### config.mk
export PLATFORM = sky130hd
export DESIGN_NAME = vcz_regs
export DESIGN_NICKNAME = d
export VERILOG_FILES = /design/src/core/vcz_table_loader.v /design/src/core/vcz_regs.v
export VERILOG_INCLUDE_DIRS = /design/src /design/src/core
export SDC_FILE = /design/constraint.sdc
export NUM_CORES = 1
export LEC_CHECK = 0
export BUFFER_PORTS_ARGS = -buffer_cell sky130_fd_sc_hd__buf_2
export CAP_MARGIN = 20
export CORE_MARGIN = 8
export CORE_UTILIZATION = 35
export DETAILED_ROUTE_END_ITERATION = 8
export MAX_ROUTING_LAYER = met4
export PLACE_DENSITY_LB_ADDON = 0.3
export SYNTH_ARGS = -nofsm -noshare
export SYNTH_HDL_FRONTEND = slang
export SYNTH_SLANG_ARGS = --single-unit
### constraint.sdc
create_clock -name aclk -period 2.45 [get_ports aclk]
set_input_delay 0 -clock aclk [delete_from_list [all_inputs] [get_ports aclk]]
set_output_delay 0 -clock aclk [all_outputs]
set_load 0.01 [all_outputs]
### src/core/vcz_defines.vh
/*
  register offsets, field positions, reset values and fixed codes
  for the default channel register slice.
  assumes a 12-bit byte address and 32-bit AXI4-Lite data words.
*/
`ifndef VCZ_DEFINES_VH
`define VCZ_DEFINES_VH

// ----------------------------------------------------------------
// register byte offsets
// ----------------------------------------------------------------
`define VCZ_OFF_PORT_STAT 12'h14C
`define VCZ_OFF_CAP 12'h150
`define VCZ_OFF_CTRL 12'h154
`define VCZ_OFF_STAT 12'h158
`define VCZ_OFF_CHAN_TBL 12'h180
`define VCZ_OFF_PORT_TBL 12'h1C0
`define VCZ_MASK_CHAN_TBL 12'hFF0
`define VCZ_MASK_PORT_TBL 12'hFC0

// ----------------------------------------------------------------
// field positions
// ----------------------------------------------------------------
`define VCZ_BIT_LOAD_CHAN 0
`define VCZ_BIT_CHAN_TBL_STAT 16
`define VCZ_BIT_LOAD_PORT 16
`define VCZ_SEL_HI 19
`define VCZ_SEL_LO 17
`define VCZ_BIT_EN 31
`define VCZ_BIT_PORT_TBL_STAT 16
`define VCZ_BIT_NEG_PEND 17
`define VCZ_MAP_HI 7
`define VCZ_MAP_LO 0

// ----------------------------------------------------------------
// fixed and reset values
// ----------------------------------------------------------------
`define VCZ_CAP_ARB 8'h09
`define VCZ_RST_TS 7'h7F
`define VCZ_TBL_OFS 8'h04
`define VCZ_RST_MAP 8'hFF
`define VCZ_SEL_DEF 3'h0
`define VCZ_SEL_WRR 3'h3
`define VCZ_CHAN_ID 3'h0
`define VCZ_RST_EN 1'h1
`define VCZ_AS_ONLY 1'h0
`define VCZ_REJ_SNOOP 1'h0
`define VCZ_RESP_OKAY 2'h0
`define VCZ_RESP_SLVERR 2'h2

`endif

### src/core/vcz_table_loader.v
/*
  arbitration table store: software-written staging words and the
  applied copy used by the arbiter, with a word-by-word load sequence.
  assumes writes and the load pulse come from logic on the same clock.
*/
`timescale 1ns/1ps

module vcz_table_loader #(
  parameter DEPTH = 16,
  parameter IW = 4
) (
  input wire aclk,
  input wire aresetn,
  input wire wr_en,
  input wire [IW-1:0] wr_idx,
  input wire [31:0] wr_data,
  input wire [3:0] wr_strb,
  input wire [IW-1:0] sw_idx,
  output wire [31:0] sw_data,
  input wire load,
  output reg busy,
  output reg done,
  input wire [IW-1:0] use_idx,
  output wire [31:0] use_data
);

  reg [31:0] staged [0:DEPTH-1];
  reg [31:0] applied [0:DEPTH-1];
  reg [IW-1:0] cnt;
  reg [31:0] merged;
  integer b;

  // ----------------------------------------------------------------
  // staging write with byte strobes
  // ----------------------------------------------------------------
  always @* begin
    merged = staged[wr_idx];
    for (b = 0; b < 4; b = b + 1) begin
      if (wr_strb[b]) begin
        merged[b*8 +: 8] = wr_data[b*8 +: 8];
      end
    end
  end

  always @(posedge aclk) begin
    if (wr_en) begin
      staged[wr_idx] <= merged;
    end
    if (busy) begin
      applied[cnt] <= staged[cnt];
    end
  end

  // ----------------------------------------------------------------
  // load sequence, one word per cycle
  // ----------------------------------------------------------------
  always @(posedge aclk) begin
    if (!aresetn) begin
      busy <= 1'h0;
      done <= 1'h0;
      cnt <= {IW{1'h0}};
    end else begin
      done <= 1'h0;
      if (busy) begin
        if (cnt == DEPTH[IW-1:0] - 1'h1) begin
          busy <= 1'h0;
          done <= 1'h1;
          cnt <= {IW{1'h0}};
        end else begin
          cnt <= cnt + 1'h1;
        end
      end else if (load) begin
        busy <= 1'h1;
      end
    end
  end

  assign sw_data = staged[sw_idx];
  assign use_data = applied[use_idx];

endmodule

### src/core/vcz_regs.v
/*
  default channel register slice behind an AXI4-Lite slave: port
  status, channel 0 capability, control and status words, plus the
  channel and port arbitration table stores.
  assumes EEPROM load strobes come from logic on aclk; the
  negotiation pending level may come from another domain.
*/
// Contract
// - Any software write to the channel arbitration table sets the channel table status flag.
// - The channel table status flag clears when the channel table load finishes.
// - The arbitration capability advertises round robin and 128-phase weighted round robin.
// - Time-based weighted round robin is never advertised or accepted on channel 0.
// - Maximum time slots reads 7Fh after reset and may be replaced by EEPROM load.
// - The packet-switching-only and reject-snoop capability bits read zero.
// - The port arbitration table offset field reads 04h in sixteen_byte_unit steps.
// - Each traffic-class map bit maps that class to channel 0, resets to FFh, EEPROM may load it.
// - Writing one to load-port-table starts the port table load and the bit reads zero.
// - Port arbitration select keeps 000b or 011b, any other value becomes 000b.
// - The channel identifier field reads 000b.
// - The channel enable bit resets to one and drives the vc_enable output.
// - Port table writes set the port table status flag; the finished load clears it.
// - Negotiation pending follows the negotiation state and resets to zero.
// - Writing one to load-channel-table starts the channel table load and the bit reads zero.
`timescale 1ns/1ps
`include "vcz_defines.vh"

module vcz_regs #(
  parameter AW = 12,
  parameter CHAN_DEPTH = 4,
  parameter CHAN_IW = 2,
  parameter PORT_DEPTH = 16,
  parameter PORT_IW = 4
) (
  input wire aclk,
  input wire aresetn,
  input wire [AW-1:0] s_axi_awaddr,
  input wire s_axi_awvalid,
  output wire s_axi_awready,
  input wire [31:0] s_axi_wdata,
  input wire [3:0] s_axi_wstrb,
  input wire s_axi_wvalid,
  output wire s_axi_wready,
  output reg [1:0] s_axi_bresp,
  output reg s_axi_bvalid,
  input wire s_axi_bready,
  input wire [AW-1:0] s_axi_araddr,
  input wire s_axi_arvalid,
  output wire s_axi_arready,
  output reg [31:0] s_axi_rdata,
  output reg [1:0] s_axi_rresp,
  output reg s_axi_rvalid,
  input wire s_axi_rready,
  input wire eeprom_load,
  input wire [6:0] eeprom_time_slots,
  input wire [7:0] eeprom_tc_map,
  input wire negotiation_pending_in,
  output reg [7:0] tc_map,
  output reg [2:0] port_arb_sel,
  output reg vc_enable,
  output wire chan_tbl_busy,
  output wire port_tbl_busy,
  input wire [CHAN_IW-1:0] chan_use_idx,
  output wire [31:0] chan_use_data,
  input wire [PORT_IW-1:0] port_use_idx,
  output wire [31:0] port_use_data
);

  // ----------------------------------------------------------------
  // helpers
  // ----------------------------------------------------------------
  function [AW-1:0] word_addr;
    input [AW-1:0] a;
    begin
      word_addr = {a[AW-1:2], 2'h0};
    end
  endfunction

  function is_chan_tbl;
    input [AW-1:0] a;
    begin
      is_chan_tbl = ((a & `VCZ_MASK_CHAN_TBL) == `VCZ_OFF_CHAN_TBL);
    end
  endfunction

  function is_port_tbl;
    input [AW-1:0] a;
    begin
      is_port_tbl = ((a & `VCZ_MASK_PORT_TBL) == `VCZ_OFF_PORT_TBL);
    end
  endfunction

  function is_mapped;
    input [AW-1:0] a;
    begin
      is_mapped = (word_addr(a) == `VCZ_OFF_PORT_STAT) ||
                  (word_addr(a) == `VCZ_OFF_CAP) ||
                  (word_addr(a) == `VCZ_OFF_CTRL) ||
                  (word_addr(a) == `VCZ_OFF_STAT) ||
                  is_chan_tbl(a) || is_port_tbl(a);
    end
  endfunction

  function [2:0] legal_sel;
    input [2:0] s;
    begin
      if (s == `VCZ_SEL_WRR) begin
        legal_sel = `VCZ_SEL_WRR;
      end else begin
        legal_sel = `VCZ_SEL_DEF;
      end
    end
  endfunction

  // ----------------------------------------------------------------
  // write channel capture
  // ----------------------------------------------------------------
  reg aw_held;
  reg [AW-1:0] aw_addr;
  reg w_held;
  reg [31:0] w_data;
  reg [3:0] w_strb;
  wire write_fire;

  assign s_axi_awready = !aw_held;
  assign s_axi_wready = !w_held;
  assign write_fire = aw_held && w_held && !s_axi_bvalid;

  always @(posedge aclk) begin
    if (!aresetn) begin
      aw_held <= 1'h0;
      aw_addr <= {AW{1'h0}};
      w_held <= 1'h0;
      w_data <= 32'h0;
      w_strb <= 4'h0;
      s_axi_bvalid <= 1'h0;
      s_axi_bresp <= `VCZ_RESP_OKAY;
    end else begin
      if (s_axi_awvalid && !aw_held) begin
        aw_held <= 1'h1;
        aw_addr <= s_axi_awaddr;
      end
      if (s_axi_wvalid && !w_held) begin
        w_held <= 1'h1;
        w_data <= s_axi_wdata;
        w_strb <= s_axi_wstrb;
      end
      if (write_fire) begin
        aw_held <= 1'h0;
        w_held <= 1'h0;
        s_axi_bvalid <= 1'h1;
        s_axi_bresp <= is_mapped(aw_addr) ? `VCZ_RESP_OKAY : `VCZ_RESP_SLVERR;
      end else if (s_axi_bvalid && s_axi_bready) begin
        s_axi_bvalid <= 1'h0;
      end
    end
  end

  // ----------------------------------------------------------------
  // write decode
  // ----------------------------------------------------------------
  wire wr_ctrl = write_fire && (word_addr(aw_addr) == `VCZ_OFF_CTRL);
  wire wr_port_ctrl = write_fire && (word_addr(aw_addr) == `VCZ_OFF_PORT_STAT);
  wire chan_tbl_wr = write_fire && is_chan_tbl(aw_addr);
  wire port_tbl_wr = write_fire && is_port_tbl(aw_addr);
  wire chan_load = wr_port_ctrl && w_strb[0] && w_data[`VCZ_BIT_LOAD_CHAN];
  wire port_load = wr_ctrl && w_strb[2] && w_data[`VCZ_BIT_LOAD_PORT];
  wire chan_done;
  wire port_done;
  wire [31:0] chan_sw_data;
  wire [31:0] port_sw_data;

  // ----------------------------------------------------------------
  // control word and loadable capability field
  // ----------------------------------------------------------------
  reg [6:0] time_slots;

  always @(posedge aclk) begin
    if (!aresetn) begin
      tc_map <= `VCZ_RST_MAP;
      port_arb_sel <= `VCZ_SEL_DEF;
      vc_enable <= `VCZ_RST_EN;
      time_slots <= `VCZ_RST_TS;
    end else begin
      if (eeprom_load) begin
        time_slots <= eeprom_time_slots;
        tc_map <= eeprom_tc_map;
      end
      if (wr_ctrl) begin
        if (w_strb[0]) begin
          tc_map <= w_data[`VCZ_MAP_HI:`VCZ_MAP_LO];
        end
        if (w_strb[2]) begin
          port_arb_sel <= legal_sel(w_data[`VCZ_SEL_HI:`VCZ_SEL_LO]);
        end
        if (w_strb[3]) begin
          vc_enable <= w_data[`VCZ_BIT_EN];
        end
      end
    end
  end

  // ----------------------------------------------------------------
  // table status flags, set wins over clear
  // ----------------------------------------------------------------
  reg chan_tbl_stat;
  reg port_tbl_stat;

  always @(posedge aclk) begin
    if (!aresetn) begin
      chan_tbl_stat <= 1'h0;
      port_tbl_stat <= 1'h0;
    end else begin
      chan_tbl_stat <= chan_tbl_wr || (chan_tbl_stat && !chan_done);
      port_tbl_stat <= port_tbl_wr || (port_tbl_stat && !port_done);
    end
  end

  // ----------------------------------------------------------------
  // negotiation pending synchroniser
  // ----------------------------------------------------------------
  reg neg_meta;
  reg neg_pending;

  always @(posedge aclk) begin
    if (!aresetn) begin
      neg_meta <= 1'h0;
      neg_pending <= 1'h0;
    end else begin
      neg_meta <= negotiation_pending_in;
      neg_pending <= neg_meta;
    end
  end

  // ----------------------------------------------------------------
  // table stores
  // ----------------------------------------------------------------
  vcz_table_loader #(
    .DEPTH(CHAN_DEPTH),
    .IW(CHAN_IW)
  ) u_chan_tbl (
    .aclk(aclk),
    .aresetn(aresetn),
    .wr_en(chan_tbl_wr),
    .wr_idx(aw_addr[CHAN_IW+1:2]),
    .wr_data(w_data),
    .wr_strb(w_strb),
    .sw_idx(s_axi_araddr[CHAN_IW+1:2]),
    .sw_data(chan_sw_data),
    .load(chan_load),
    .busy(chan_tbl_busy),
    .done(chan_done),
    .use_idx(chan_use_idx),
    .use_data(chan_use_data)
  );

  vcz_table_loader #(
    .DEPTH(PORT_DEPTH),
    .IW(PORT_IW)
  ) u_port_tbl (
    .aclk(aclk),
    .aresetn(aresetn),
    .wr_en(port_tbl_wr),
    .wr_idx(aw_addr[PORT_IW+1:2]),
    .wr_data(w_data),
    .wr_strb(w_strb),
    .sw_idx(s_axi_araddr[PORT_IW+1:2]),
    .sw_data(port_sw_data),
    .load(port_load),
    .busy(port_tbl_busy),
    .done(port_done),
    .use_idx(port_use_idx),
    .use_data(port_use_data)
  );

  // ----------------------------------------------------------------
  // read word assembly
  // ----------------------------------------------------------------
  reg [31:0] rd_word;

  always @* begin
    rd_word = 32'h0;
    case (word_addr(s_axi_araddr))
      `VCZ_OFF_PORT_STAT: begin
        rd_word[`VCZ_BIT_CHAN_TBL_STAT] = chan_tbl_stat;
        rd_word[`VCZ_BIT_LOAD_CHAN] = 1'h0;
      end
      `VCZ_OFF_CAP: begin
        rd_word = {`VCZ_TBL_OFS, 1'h0, time_slots,
                   `VCZ_REJ_SNOOP, `VCZ_AS_ONLY, 6'h0, `VCZ_CAP_ARB};
      end
      `VCZ_OFF_CTRL: begin
        rd_word = {vc_enable, 4'h0, `VCZ_CHAN_ID, 4'h0,
                   port_arb_sel, 1'h0, 8'h0, tc_map};
      end
      `VCZ_OFF_STAT: begin
        rd_word[`VCZ_BIT_PORT_TBL_STAT] = port_tbl_stat;
        rd_word[`VCZ_BIT_NEG_PEND] = neg_pending;
      end
      default: begin
        if (is_chan_tbl(s_axi_araddr)) begin
          rd_word = chan_sw_data;
        end else if (is_port_tbl(s_axi_araddr)) begin
          rd_word = port_sw_data;
        end else begin
          rd_word = 32'h0;
        end
      end
    endcase
  end

  // ----------------------------------------------------------------
  // read channel
  // ----------------------------------------------------------------
  assign s_axi_arready = !s_axi_rvalid;

  always @(posedge aclk) begin
    if (!aresetn) begin
      s_axi_rvalid <= 1'h0;
      s_axi_rdata <= 32'h0;
      s_axi_rresp <= `VCZ_RESP_OKAY;
    end else begin
      if (s_axi_arvalid && !s_axi_rvalid) begin
        s_axi_rvalid <= 1'h1;
        s_axi_rdata <= rd_word;
        s_axi_rresp <= is_mapped(s_axi_araddr) ? `VCZ_RESP_OKAY : `VCZ_RESP_SLVERR;
      end else if (s_axi_rvalid && s_axi_rready) begin
        s_axi_rvalid <= 1'h0;
      end
    end
  end

endmodule

Word level (Yosys, flattened, before mapping) --
Memory sizes are Yosys's and may differ from the RTL's. A register that Yosys moved wholly into a read port is not among the register bits. Cells that the tools add are included.
Storage, ports and cells: bits in registers 121, RAM bits 1280, bits of input ports 90, output and inout bits 119, memories 4
Operators by class: add/sub/neg operators 2, eq/ne operators 23, mux-type cells 47, bitwise logic cells 1, reduce and logical (&&, ||, !) cells 51
Memories:
- u_port_tbl.applied | depth 16, width 32, read ports 1, clocked after memory_dff 0, wr ports 1, RTL line vcz_table_loader.v:28 | reg [31:0] applied [0:DEPTH-1];
- u_port_tbl.staged | depth 16, width 32, read ports 2, clocked after memory_dff 1, wr ports 1, RTL line vcz_table_loader.v:27 | reg [31:0] staged [0:DEPTH-1];
- u_chan_tbl.applied | depth 4, width 32, read ports 1, clocked after memory_dff 0, wr ports 1, RTL line vcz_table_loader.v:28
- u_chan_tbl.staged | depth 4, width 32, read ports 2, clocked after memory_dff 1, wr ports 1, RTL line vcz_table_loader.v:27
Operator list (number):
- 8-bit two-way mux | 11
- 10-bit by 7-bit equality test with 1-bit output, second input constant | 8
- 32-bit two-way mux | 2
- 15-bit case mux with 3 select lines | 1
- 14-bit case mux with 3 select lines | 1
- 2-bit AND reduction | 12
- 1-bit two-way mux | 20
- 1-bit logical AND | 17
- 8-bit by 5-bit equality test with 1-bit output, second input constant | 2
- 6-bit by 3-bit equality test with 1-bit output, second input constant | 2
- 1-bit logical OR | 12
- 2-bit two-way mux | 6
- 4-bit two-way mux | 3
- 1-bit inequality test, second input constant | 8
- 1-bit case mux with 4 select lines | 2
- 1-bit zero test | 6
- 4-bit by 1-bit adder with 4-bit output, second input constant | 1
- 4-bit equality test, second input constant | 1
- 2-bit nonzero test | 2
- 2-bit OR reduction | 2
- 3-bit by 2-bit equality test with 1-bit output, second input constant | 1
- 1-bit case mux with 3 select lines | 1
- 2-bit by 1-bit adder with 2-bit output, second input constant | 1
- 2-bit equality test, second input constant | 1
- 1-bit NOT | 1

Depth between registers and ports, before layout --
Gate-level depths: netlist of the first run.
word-level depth 7, mapped depth 9, mapped depth without buffers 5

Cells and area by module --
From an unflattened synthesis of the first run, not the netlist that was laid out.
Unflattened totals: cell total of the unflattened synthesis 2947, area total of the unflattened synthesis 58001.9 um^2
By module, submodules not included:
- vcz_table_loader (u_port_tbl) | times used 1, cells each 1986, area an instance 42769.8 um^2, seq. area each 30949.7 um^2
- vcz_table_loader (u_chan_tbl) | times used 1, cells each 420, area an instance 10482.6 um^2, seq. area each 7807.5 um^2
- vcz_regs | times used 1, cells each 541, area an instance 4749.6 um^2, seq. area each 2102.0 um^2

Least setup slack after synthesis of the first run --
OpenSTA, ideal clock, no wires.
kind register to register, start point reg aw_addr[11], end point mem u_chan_tbl.staged[0][0] (enable), library setup time 0.383 ns, data arrival time 2.016 ns, required time 2.067 ns, setup slack 0.051 ns, cell stages (with the launch flop) 6, cells stage by stage dfxtp_1 > or4b_4 > nor2_1 > and4b_1 > nand2_1 > nor3_1
Between the ends: longest elaborated chain between the ends 5
Ends and longest elaborated chain:
- from (decl) | RTL line vcz_regs.v:118 | reg [AW-1:0] aw_addr;
- from (signal assigned) | RTL line vcz_regs.v:131 | aw_addr <= {AW{1'h0}};
- from (signal assigned) | RTL line vcz_regs.v:140 | aw_addr <= s_axi_awaddr;
- 8-bit by 5-bit equality test with 1-bit output (no source line)
- 1-bit logical AND | RTL line vcz_regs.v:163 | wire chan_tbl_wr = write_fire && is_chan_tbl(aw_addr);
- 1-bit two-way mux | RTL line vcz_table_loader.v:46 | if (wr_en) begin
- 1-bit two-way mux (implied by the code) | RTL line vcz_table_loader.v:47 | staged[wr_idx] <= merged;
- 2-bit AND reduction (no source line)
- to (decl) | RTL line vcz_table_loader.v:27
Every way passes these cells.

Worst setup path after layout of the first run --
start point reg w_held, end point reg w_data[21]
Between the ends: longest elaborated chain between the ends 2
Ends and longest elaborated chain:
- from (decl) | RTL line vcz_regs.v:119 | reg w_held;
- from (signal assigned) | RTL line vcz_regs.v:132 | w_held <= 1'h0;
- from (signal assigned) | RTL line vcz_regs.v:143 | w_held <= 1'h1;
- from (signal assigned) | RTL line vcz_regs.v:149 | w_held <= 1'h0;
- 1-bit zero test | RTL line vcz_regs.v:142 | if (s_axi_wvalid && !w_held) begin
- 1-bit logical AND | RTL line vcz_regs.v:142
- to (signal assigned) | RTL line vcz_regs.v:144 | w_data <= s_axi_wdata;
- to (decl) | RTL line vcz_regs.v:120 | reg [31:0] w_data;
Every way passes these cells. A chain may end at the register's enable or synchronous reset.

==> results of run 1 <==
==> power by group through the flow <==
stage          logic [µW]  registers, µW  clock network (µW)
6_report             2320          26200               21300
5_1_grt              2460          26200               22600
4_1_cts              2350          26200               21700
3_5_place_dp         2120          26700                   0
3_3_place_gp         2120          26700                   0
2_1_floorplan        1240          26600                   0
==> cells in the mapped netlist (5+ instances only) <==
cell type / n / area, µm²
sky130_fd_sc_hd__edfxtp_1: 1280 / 38400
sky130_fd_sc_hd__mux4_2: 542 / 12200
sky130_fd_sc_hd__nand2_1: 149 / 559
sky130_fd_sc_hd__dfxtp_1: 121 / 2420
sky130_fd_sc_hd__nor2_1: 105 / 394
sky130_fd_sc_hd__clkbuf_1: 99 / 372
sky130_fd_sc_hd__a21oi_1: 77 / 385
sky130_fd_sc_hd__buf_2: 60 / 300
sky130_fd_sc_hd__o21ai_0: 40 / 200
sky130_fd_sc_hd__a22oi_1: 34 / 255
sky130_fd_sc_hd__nor2b_1: 27 / 169
sky130_fd_sc_hd__and2_1: 25 / 156
sky130_fd_sc_hd__inv_1: 20 / 75.1
sky130_fd_sc_hd__mux2i_1: 18 / 180
sky130_fd_sc_hd__a22o_1: 17 / 149
sky130_fd_sc_hd__a211oi_1: 15 / 113
sky130_fd_sc_hd__buf_1: 13 / 48.8
sky130_fd_sc_hd__nand2b_1: 13 / 81.3
sky130_fd_sc_hd__mux2_2: 11 / 124
sky130_fd_sc_hd__buf_4: 9 / 67.6
sky130_fd_sc_hd__ha_1: 8 / 100
sky130_fd_sc_hd__nand4_1: 8 / 50.1
sky130_fd_sc_hd__nor3_1: 8 / 40.0
sky130_fd_sc_hd__o22ai_1: 8 / 50.1
sky130_fd_sc_hd__o32ai_1: 8 / 70.1
sky130_fd_sc_hd__a31oi_1: 7 / 43.8
sky130_fd_sc_hd__nand3_1: 7 / 35.0
sky130_fd_sc_hd__o221a_2: 7 / 78.8
sky130_fd_sc_hd__and3_1: 6 / 37.5
sky130_fd_sc_hd__o211a_1: 6 / 60.1
sky130_fd_sc_hd__nor3b_1: 5 / 37.5
sky130_fd_sc_hd__o21ai_1: 5 / 25.0
==> logic make-up (layout without fill, tap and decap cells) <==
group	after synthesis	after routing
AOI/OAI and AO/OA	239	239
xor gates and xnor gates	1	1
adders and majority gates	8	8
buffers and inverters	206	923
DFF	1401	1401
muxes	571	571
other	1	3
and+or+nand+nor	375	376
==> per-stage QoR <==
stage | cell area, µm² | hold slack, ns | cells
finish | 69700 | 0.0681 | 5711
global route | 69700 | 0.0403 | 5711
CTS | 69700 | 0.00431 | 5710
detailed placement | 63400 | 0.192 | 5278
global placement | 63400 | 0.185 | 5278
floorplan | 57700 | 0.0990 | 2804
==> layout make-up <==
cell class,instances,area (µm²)
Fill cell,14300,94700
Sequential cell,1401,40900
Multi-Input combinational cell,1198,16000
Timing Repair Buffer,641,5480
Clock buffer,195,3940
Tap cell,2189,2740
Clock inverter,66,607
Inverter,21,80.1
==> routing by layer <==
layer / wire length (µm) / track usage / vias up
li1: - / - / 13000
met1: 62100 / 0.216 / 16600
met2: 82200 / 0.304 / 840
met3: 6860 / 0.0234 / 214
met4: 3710 / 0.0483 / 0
met5: 0 / - / -
==> repair_timing <==
| item | CTS | global route |
|---|---|---|
| hold buffers | 171 | 0 |
| setup endpoints to repair | 2 | 426 |
| gates cloned | 0 | 1 |
| hold endpoints to repair | 98 | 0 |
| resized for setup | 2 | 5 |
==> worst min-delay path: cells and delay by family <==
family	cells	cell delay [ns]
AOI/OAI and AO/OA	1	0.05
buffers and inverters	2	0.68
and+or+nand+nor	1	0.05
==> flip-flops by register name, indices dropped and copies added, names as in the netlist, 2 cells and up, named ones only <==
| signal | flops |
|---|---|
| u_chan_tbl.applied | 128 |
| u_port_tbl.applied | 512 |
| aw_addr | 10 |
| u_chan_tbl.staged | 128 |
| tc_map | 8 |
| u_port_tbl.staged | 512 |
| s_axi_rdata | 32 |
| time_slots | 7 |
| u_port_tbl.cnt | 4 |
| u_chan_tbl.cnt | 2 |
| w_strb | 4 |
| w_data | 32 |
==> worst max path at each step <==
stage,start,endpoint,slack [ns],depth (start not counted)
2_1_floorplan,aw_addr[11]$_SDFFE_PN0P_,u_chan_tbl.staged[0][0]$_DFFE_PP_,0.05,5
3_3_place_gp,aw_addr[11]$_SDFFE_PN0P_,u_port_tbl.staged[10][30]$_DFFE_PP_,0.04,8
3_5_place_dp,aw_addr[11]$_SDFFE_PN0P_,u_port_tbl.staged[10][30]$_DFFE_PP_,0.05,8
4_1_cts,u_port_tbl.applied[11][17]$_DFFE_PP_,port_use_data[17],0.003,3
5_1_grt,aw_addr[11]$_SDFFE_PN0P_,u_port_tbl.staged[9][30]$_DFFE_PP_,0.01,8
6_report,w_held$_SDFFE_PP0P_,w_data[21]$_SDFFE_PN0P_,0.09,5
==> impl_results.rst, run 1 <==
.. list-table::
   :header-rows: 1

   * - Metric
     - Value
   * - Via count of the first global-routing pass
     - ~32000
   * - # setup viols final
     - 0
   * - Launching element type of the critical path
     - flop
   * - Max Slew Vio Count
     - 0
   * - Sequential-to-total area share from yosys stat
     - 0.708
   * - Clk sink count
     - around 1400
   * - Power share of the sequential group
     - 0.526
   * - HPWL Detailed
     - between 100 and 150 mm
   * - Clock power share
     - 0.427
   * - Number of CTS-inserted buffers
     - roughly 140
   * - Startpoint of the lowest-slack hold path
     - s_axi_wdata[14]
   * - Leakage component of the power
     - roughly 0.023 µW
   * - Worst rel slew slack
     - 0.334
   * - Antenna violations before repair
     - 0
   * - Setup Total Neg Slack
     - 0 ns
   * - H-tree levels
     - 4
   * - Net Sw Power
     - ~11000 µW
   * - Clock insertion delay at the later pin of the skew report
     - between 0.7 and 0.8 ns
   * - Critical Path AT
     - just over 3 ns
   * - Placer Congestion
     - 0.830
   * - Largest net degree at the start of global routing
     - 47
   * - Depth of the worst hold-timing path
     - 4
   * - DRC violations left
     - 0
   * - CTS max path bufs
     - 3
   * - Kind of path behind the tightest hold check
     - input port to flop
   * - Highest achievable clock rate
     - ~420 MHz
   * - Cell area after synthesis
     - about 0.058 mm²
   * - Placement Rows
     - roughly 150
   * - Chip Width
     - between 400 and 500 µm
   * - Crit path capture type
     - flop
   * - Worst hold path endpoint
     - w_data[14]$_SDFFE_PN0P_
   * - Ant diodes
     - 0
   * - Wire length of the first global-routing pass
     - between 200 and 250 mm
   * - Main combinational cell family by area after synthesis
     - multiplexers
   * - Register bit count reported by yosys
     - between 1000 and 1500
   * - Average wire per standard cell
     - about 27 µm
   * - Power per standard cell area
     - slightly above 700 mW/mm²
   * - Post-Synth Simple-Gate Area
     - 0.0309
   * - Xor-xnor portion of the synthesized cell area
     - 0.000152
   * - Avg Synthesized Cell Area
     - roughly 21 µm²
   * - Share of total power consumed by net switching
     - 0.211
   * - Unique masters post-synth
     - 60
   * - Synth Warn #
     - 0
   * - Top_reg_cell synth
     - sky130_fd_sc_hd__edfxtp_1
   * - Final routed wirelength across all metal layers
     - roughly 150 mm
   * - Crit path time final
     - about 2.4 ns
   * - Required time of the worst setup path
     - between 3 and 4 ns
   * - Share of synthesized flip-flops with an asynchronous set or reset
     - 0
   * - Share of cells above drive strength 1
     - 0.360
   * - Final Hold Fails
     - 0
   * - TritonCTS clock tree
     - done
   * - Clock-pin transition on the worst setup and hold timing paths
     - around 0.06 ns
   * - Setup Slack @ Placement
     - approximately 0.045 ns
   * - Placeable Area
     - 0.164 mm²
   * - Cell type of the slowest stage on the worst timing path
     - sky130_fd_sc_hd__dlygate4sd3_1
   * - DRC marker count from the first detailed-route iteration
     - between 2000 and 3000
   * - CP cell instances
     - nor2b_4 > nand2_1 > dlygate4sd3_1 > a21oi_1 > dlygate4sd3_1
   * - Internal Power
     - between 30000 and 40000 µW
   * - Area enclosed by the die boundary
     - 0.178 mm²
   * - Drt first pass iters
     - 5
   * - R2r startpoint
     - w_held$_SDFFE_PP0P_
   * - Overall global routing resource usage
     - 0.175
   * - Crit Reg-Reg Endpoint
     - w_data[21]$_SDFFE_PN0P_
   * - Gate family responsible for the most delay along the worst path
     - buffers and inverters
   * - Register-to-Register Path Depth
     - 5
   * - Detailed-route vias per instance
     - between 5 and 6
   * - Die height
     - approximately 420 µm
   * - Worst Path Buf+Inv
     - 2
   * - Fraction of the mapped netlist area in compound gates
     - 0.0270
   * - Worst IR drop on VDD
     - between 0.0007 and 0.0008 V
   * - Adder and majority cell fraction of the synthesized area
     - 0.00173
   * - Total gr overflow
     - 0
   * - Most frequent cells in the layout
     - sky130_fd_sc_hd__edfxtp_1 (1280), sky130_fd_sc_hd__mux4_2 (542), sky130_fd_sc_hd__buf_4 (213)
   * - Root Buffer
     - sky130_fd_sc_hd__clkbuf_16
   * - RSZ-0062 raised after global routing
     - false
   * - Worst-case setup margin in the final layout
     - between 0.09 and 0.1 ns
   * - Count of boundary I/O pins
     - 209
   * - Final clock period utilization by the worst path
     - 0.962
   * - Least-Margin Pin Slew
     - roughly 1.0 ns
   * - WS Path Type
     - flop to flop
   * - Via Count
     - slightly above 30000
   * - Post-layout net count
     - 3505
   * - Proportion of power drawn by combinational gates
     - 0.047
   * - Signed area change from the synthesized netlist to the final layout
     - 20.8%
   * - Maximum net fanout on the critical path
     - 11
   * - Final worst clock skew
     - approximately 0.029 ns
   * - Initial core utilization
     - 0.351
   * - Total power
     - 49800 µW
   * - Result of the run
     - complete, no violations
   * - Most common cell after layout, fill and taps aside
     - sky130_fd_sc_hd__edfxtp_1
   * - Utilization after layout
     - 0.424
   * - Antenna Violating Nets Remaining
     - 0
   * - Number of instances in the synthesized netlist
     - between 2000 and 3000
   * - Reg-to-reg setup timing slack
     - 0.09 ns
   * - Max_cap viols
     - 0
   * - Dominant cell type by count on the critical path
     - sky130_fd_sc_hd__dlygate4sd3_1
   * - Count of flip-flops with a built-in enable after synthesis
     - 1280
   * - Count of port buffers added during placement
     - between 200 and 250
   * - Multiplexer area fraction after synthesis
     - 0.217
   * - Peak per-stage delay on the critical path
     - between 0.5 and 0.6 ns
   * - Post-CTS setup-driven buffer insertion count
     - 0
No activity file was read; power rests on OpenSTA's default activity.
==> run 2, diff against run 1 <==
Clock period 2.45 ns to 2.3 ns, I/O delays scaled along.
==> run 2 against run 1 <==
Effect of this change:
- total power up 6.7%
- the run now ends with negative setup slack left
- clock power up 6%
- setup slack worse by 0.21 ns
- critical path depth up 1
- sequential share of layout area down 1.5 points
- via count up 2.8%
- highest routed layer unchanged
- die area unchanged
- cell count up 1.8%
- largest power group unchanged
- non-clock buffer count up 89
==> impl_results.rst, run 2 (synthesis gave the netlist of run 1 again) <==
.. list-table::
   :header-rows: 1

   * - Metric
     - Value
   * - Least-Margin Pin Slew
     - 0.948 ns (was 0.997 ns)
   * - Global-route track usage on met3
     - 0.0238 (was 0.0234)
   * - Worst-case setup margin in the final layout
     - -0.121 ns (was 0.0926 ns)
   * - Area enclosed by the die boundary
     - 0.178 mm² (unchanged)
   * - Detailed-route vias per instance
     - 5.42 (was 5.37)
   * - Placement Rows
     - 149 (unchanged)
   * - Antenna violations before repair
     - 3 (was 0)
   * - GRT busiest layer
     - met2 (unchanged)
   * - Critical path destination
     - u_port_tbl.applied[12][0]$_DFFE_PP_ (was w_data[21]$_SDFFE_PN0P_)
   * - Antenna Violating Nets Remaining
     - 0 (unchanged)
   * - Overall global routing resource usage
     - 0.181 (was 0.175)
   * - Final worst clock skew
     - 0.0308 ns (was 0.0286 ns)
   * - Most frequent cells in the layout
     - sky130_fd_sc_hd__edfxtp_1 (1280), sky130_fd_sc_hd__mux4_2 (557), sky130_fd_sc_hd__buf_4 (215) (was sky130_fd_sc_hd__edfxtp_1 (1280), sky130_fd_sc_hd__mux4_2 (542), sky130_fd_sc_hd__buf_4 (213))
   * - WS Path Type
     - flop to flop (unchanged)
   * - Initial core utilization
     - 0.351 (unchanged)
   * - Fill count
     - 14100 (was 14300)
   * - Drt first pass iters
     - 5 (unchanged)
   * - Crit path time final
     - 2.42 ns (was 2.36 ns)
   * - Max Slew Vio Count
     - 0 (unchanged)
   * - Largest net degree at the start of global routing
     - 60 (was 47)
   * - Most common cell after layout, fill and taps aside
     - sky130_fd_sc_hd__edfxtp_1 (unchanged)
   * - DRC violations left
     - 0 (unchanged)
   * - Critical Path AT
     - 2.94 ns (was 3.07 ns)
   * - Utilization after layout
     - 0.436 (was 0.424)
   * - Count of port buffers added during placement
     - 201 (unchanged)
   * - Die height
     - 422 µm (unchanged)
   * - Clock-pin transition on the worst setup and hold timing paths
     - 0.06 ns (about the same)
   * - Cell type of the slowest stage on the worst timing path
     - sky130_fd_sc_hd__mux4_2 (was sky130_fd_sc_hd__dlygate4sd3_1)
   * - Final routed wirelength across all metal layers
     - 166 mm (was 155 mm)
   * - Required time of the worst setup path
     - 2.82 ns (was 3.16 ns)
   * - Crit Reg-Reg Endpoint
     - u_port_tbl.applied[12][0]$_DFFE_PP_ (was w_data[21]$_SDFFE_PN0P_)
   * - Met2 usage
     - 0.316 (was 0.304)
   * - Highest achievable clock rate
     - 413 MHz (was 424 MHz)
   * - Crit path capture type
     - flop (unchanged)
   * - # setup viols final
     - 350 (was 0)
   * - Largest regs
     - u_port_tbl.applied (512), u_port_tbl.staged (512) (unchanged)
   * - Setup Total Neg Slack
     - -15.50 ns (was 0 ns)
   * - Wire length of the first global-routing pass
     - 231 mm (was 226 mm)
   * - Max_cap viols
     - 0 (unchanged)
   * - Root Buffer
     - sky130_fd_sc_hd__clkbuf_16 (unchanged)
   * - Peak per-stage delay on the critical path
     - 0.53 ns (was 0.59 ns)
   * - Result of the run
     - complete, but fails checks (was complete, no violations)
   * - Kind of path behind the tightest hold check
     - input port to flop (unchanged)
   * - Count of boundary I/O pins
     - 209 (unchanged)
   * - Via count of the first global-routing pass
     - 32900 (was 32200)
   * - RSZ-0062 raised after global routing
     - true (was false)
   * - CTS max path bufs
     - 3 (unchanged)
   * - Worst IR drop on VDD
     - 0.000456 V (was 0.000756 V)
   * - Leakage component of the power
     - 0.0237 µW (was 0.0229 µW)
   * - Power per standard cell area
     - 742 mW/mm² (was 714 mW/mm²)
   * - HPWL Detailed
     - 102 mm (about the same)
   * - Gate family responsible for the most delay along the worst path
     - multiplexers (was buffers and inverters)
   * - Number of CTS-inserted buffers
     - 144 (unchanged)
   * - Via Count
     - 31500 (was 30700)
   * - Maximum net fanout on the critical path
     - 16 (was 11)
   * - GR Layer Usage met1
     - 0.222 (was 0.216)
   * - Final clock period utilization by the worst path
     - 1.05 (was 0.962)
   * - Reg-to-reg setup timing slack
     - -0.12 ns (was 0.09 ns)
   * - Average wire per standard cell
     - 28.6 µm (was 27.1 µm)
   * - Placer Congestion
     - 0.829 (was 0.830)
   * - DRC marker count from the first detailed-route iteration
     - 2604 (was 2740)
   * - Clock insertion delay at the later pin of the skew report
     - 0.78 ns (was 0.77 ns)
   * - Placeable Area
     - 0.164 mm² (unchanged)
   * - Signed area change from the synthesized netlist to the final layout
     - 24.1% (was 20.8%)
   * - Total gr overflow
     - 0 (unchanged)
   * - Worst Path Buf+Inv
     - 4 (was 2)
   * - Clk sink count
     - 1401 (unchanged)
   * - H-tree levels
     - 4 (unchanged)
   * - Worst rel slew slack
     - 0.367 (was 0.334)
   * - CP cell instances
     - buf_4 > buf_16 > buf_12 > mux4_2 > mux4_2 > buf_12 (was nor2b_4 > nand2_1 > dlygate4sd3_1 > a21oi_1 > dlygate4sd3_1)
   * - Chip Width
     - 422 µm (unchanged)
   * - Share of cells above drive strength 1
     - 0.383 (was 0.360)
   * - Final Hold Fails
     - 0 (unchanged)
   * - Post-layout net count
     - 3608 (was 3505)
   * - Register-to-Register Path Depth
     - 6 (was 5)
   * - TritonCTS clock tree
     - done (unchanged)
   * - Crit path depth
     - 6 (was 5)
   * - Failing checks
     - negative setup slack
   * - Launching element type of the critical path
     - flop (unchanged)
run 2: cell types whose count changed in the layout (fill, tap and decap cells not counted), sizes merged, moves of 2 or more:
cell         before  now
buf             468  537
diode             0    3
dlygate4sd3     171  189
mux4            542  557
clkinvlp          3    5
run 2: tightest hold or removal path: stages:
cell	delay (ns)
sky130_fd_sc_hd__dlygate4sd3_1	0.52
sky130_fd_sc_hd__buf_2	0.11
sky130_fd_sc_hd__a211oi_1	0.07
sky130_fd_sc_hd__o21ai_1	0.11
run 2: power breakdown:
group | internal (µW) | switching (µW)
Combinational | 1330 | 1350
Sequential | 27700 | 198
Clock | 12900 | 9670
run 2: cell type report:
cell class              instances  area [µm²]  area share
repair buffers                730        6970      0.0972
well taps                    2189        2740      0.0382
flip-flops and latches       1401       40900       0.571
clock buffers                 192        3970      0.0554
multi-input cells            1212       16500       0.230
inverters                      21        80.1     0.00112
diodes                          3        7.51    0.000105
clock inverters                66         536     0.00748
run 2: worst min-delay path by stage:
| stage | slack, ns | endpoint | cells after the start | from |
|---|---|---|---|---|
| after floorplan | 0.1 | s_axi_rvalid$_SDFFE_PN0P_ | 1 | s_axi_rready |
| after global placement | 0.19 | s_axi_rvalid$_SDFFE_PN0P_ | 2 | s_axi_rready |
| after detailed placement | 0.19 | s_axi_rvalid$_SDFFE_PN0P_ | 2 | s_axi_rready |
| after CTS | 0.009 | tc_map[0]$_SDFF_PN1_ | 4 | eeprom_tc_map[0] |
| after global routing | 0.08 | tc_map[0]$_SDFF_PN1_ | 4 | eeprom_tc_map[0] |
| final | 0.07 | tc_map[3]$_SDFF_PN1_ | 4 | eeprom_tc_map[3] |
run 2: through the flow:
| step | hold WS [ns] | area [µm²] | instances | worst slack, ns | total power [µW] |
|---|---|---|---|---|---|
| floorplan | 0.0990 | 57800 | 2804 | -0.0542 | 29700 |
| global placement | 0.190 | 63800 | 5308 | -0.0302 | 30800 |
| CTS | 0.00904 | 70900 | 5781 | -0.155 | 53500 |
| finish | 0.0692 | 71600 | 5814 | -0.121 | 53100 |
| detailed placement | 0.193 | 63800 | 5308 | -0.0440 | 30800 |
| global route | 0.0758 | 71600 | 5814 | -0.152 | 54600 |
run 2: routing by layer:
metal | part of all wire | wire length (µm)
met5 | 0 | 0
met4 | 0.031 | 5190
met3 | 0.047 | 7820
met2 | 0.53 | 88700
met1 | 0.39 | 64300
run 2: what timing repair did:
item                                   in CTS  in global routing
hold buffers                              189                  0
endpoints found under the hold margin     121                  0
pin swaps                                   0                  2
cloned                                      7                 13
gates resized for setup                    72                 83
buffers inserted                           20                 21
setup endpoints to repair                 280                842
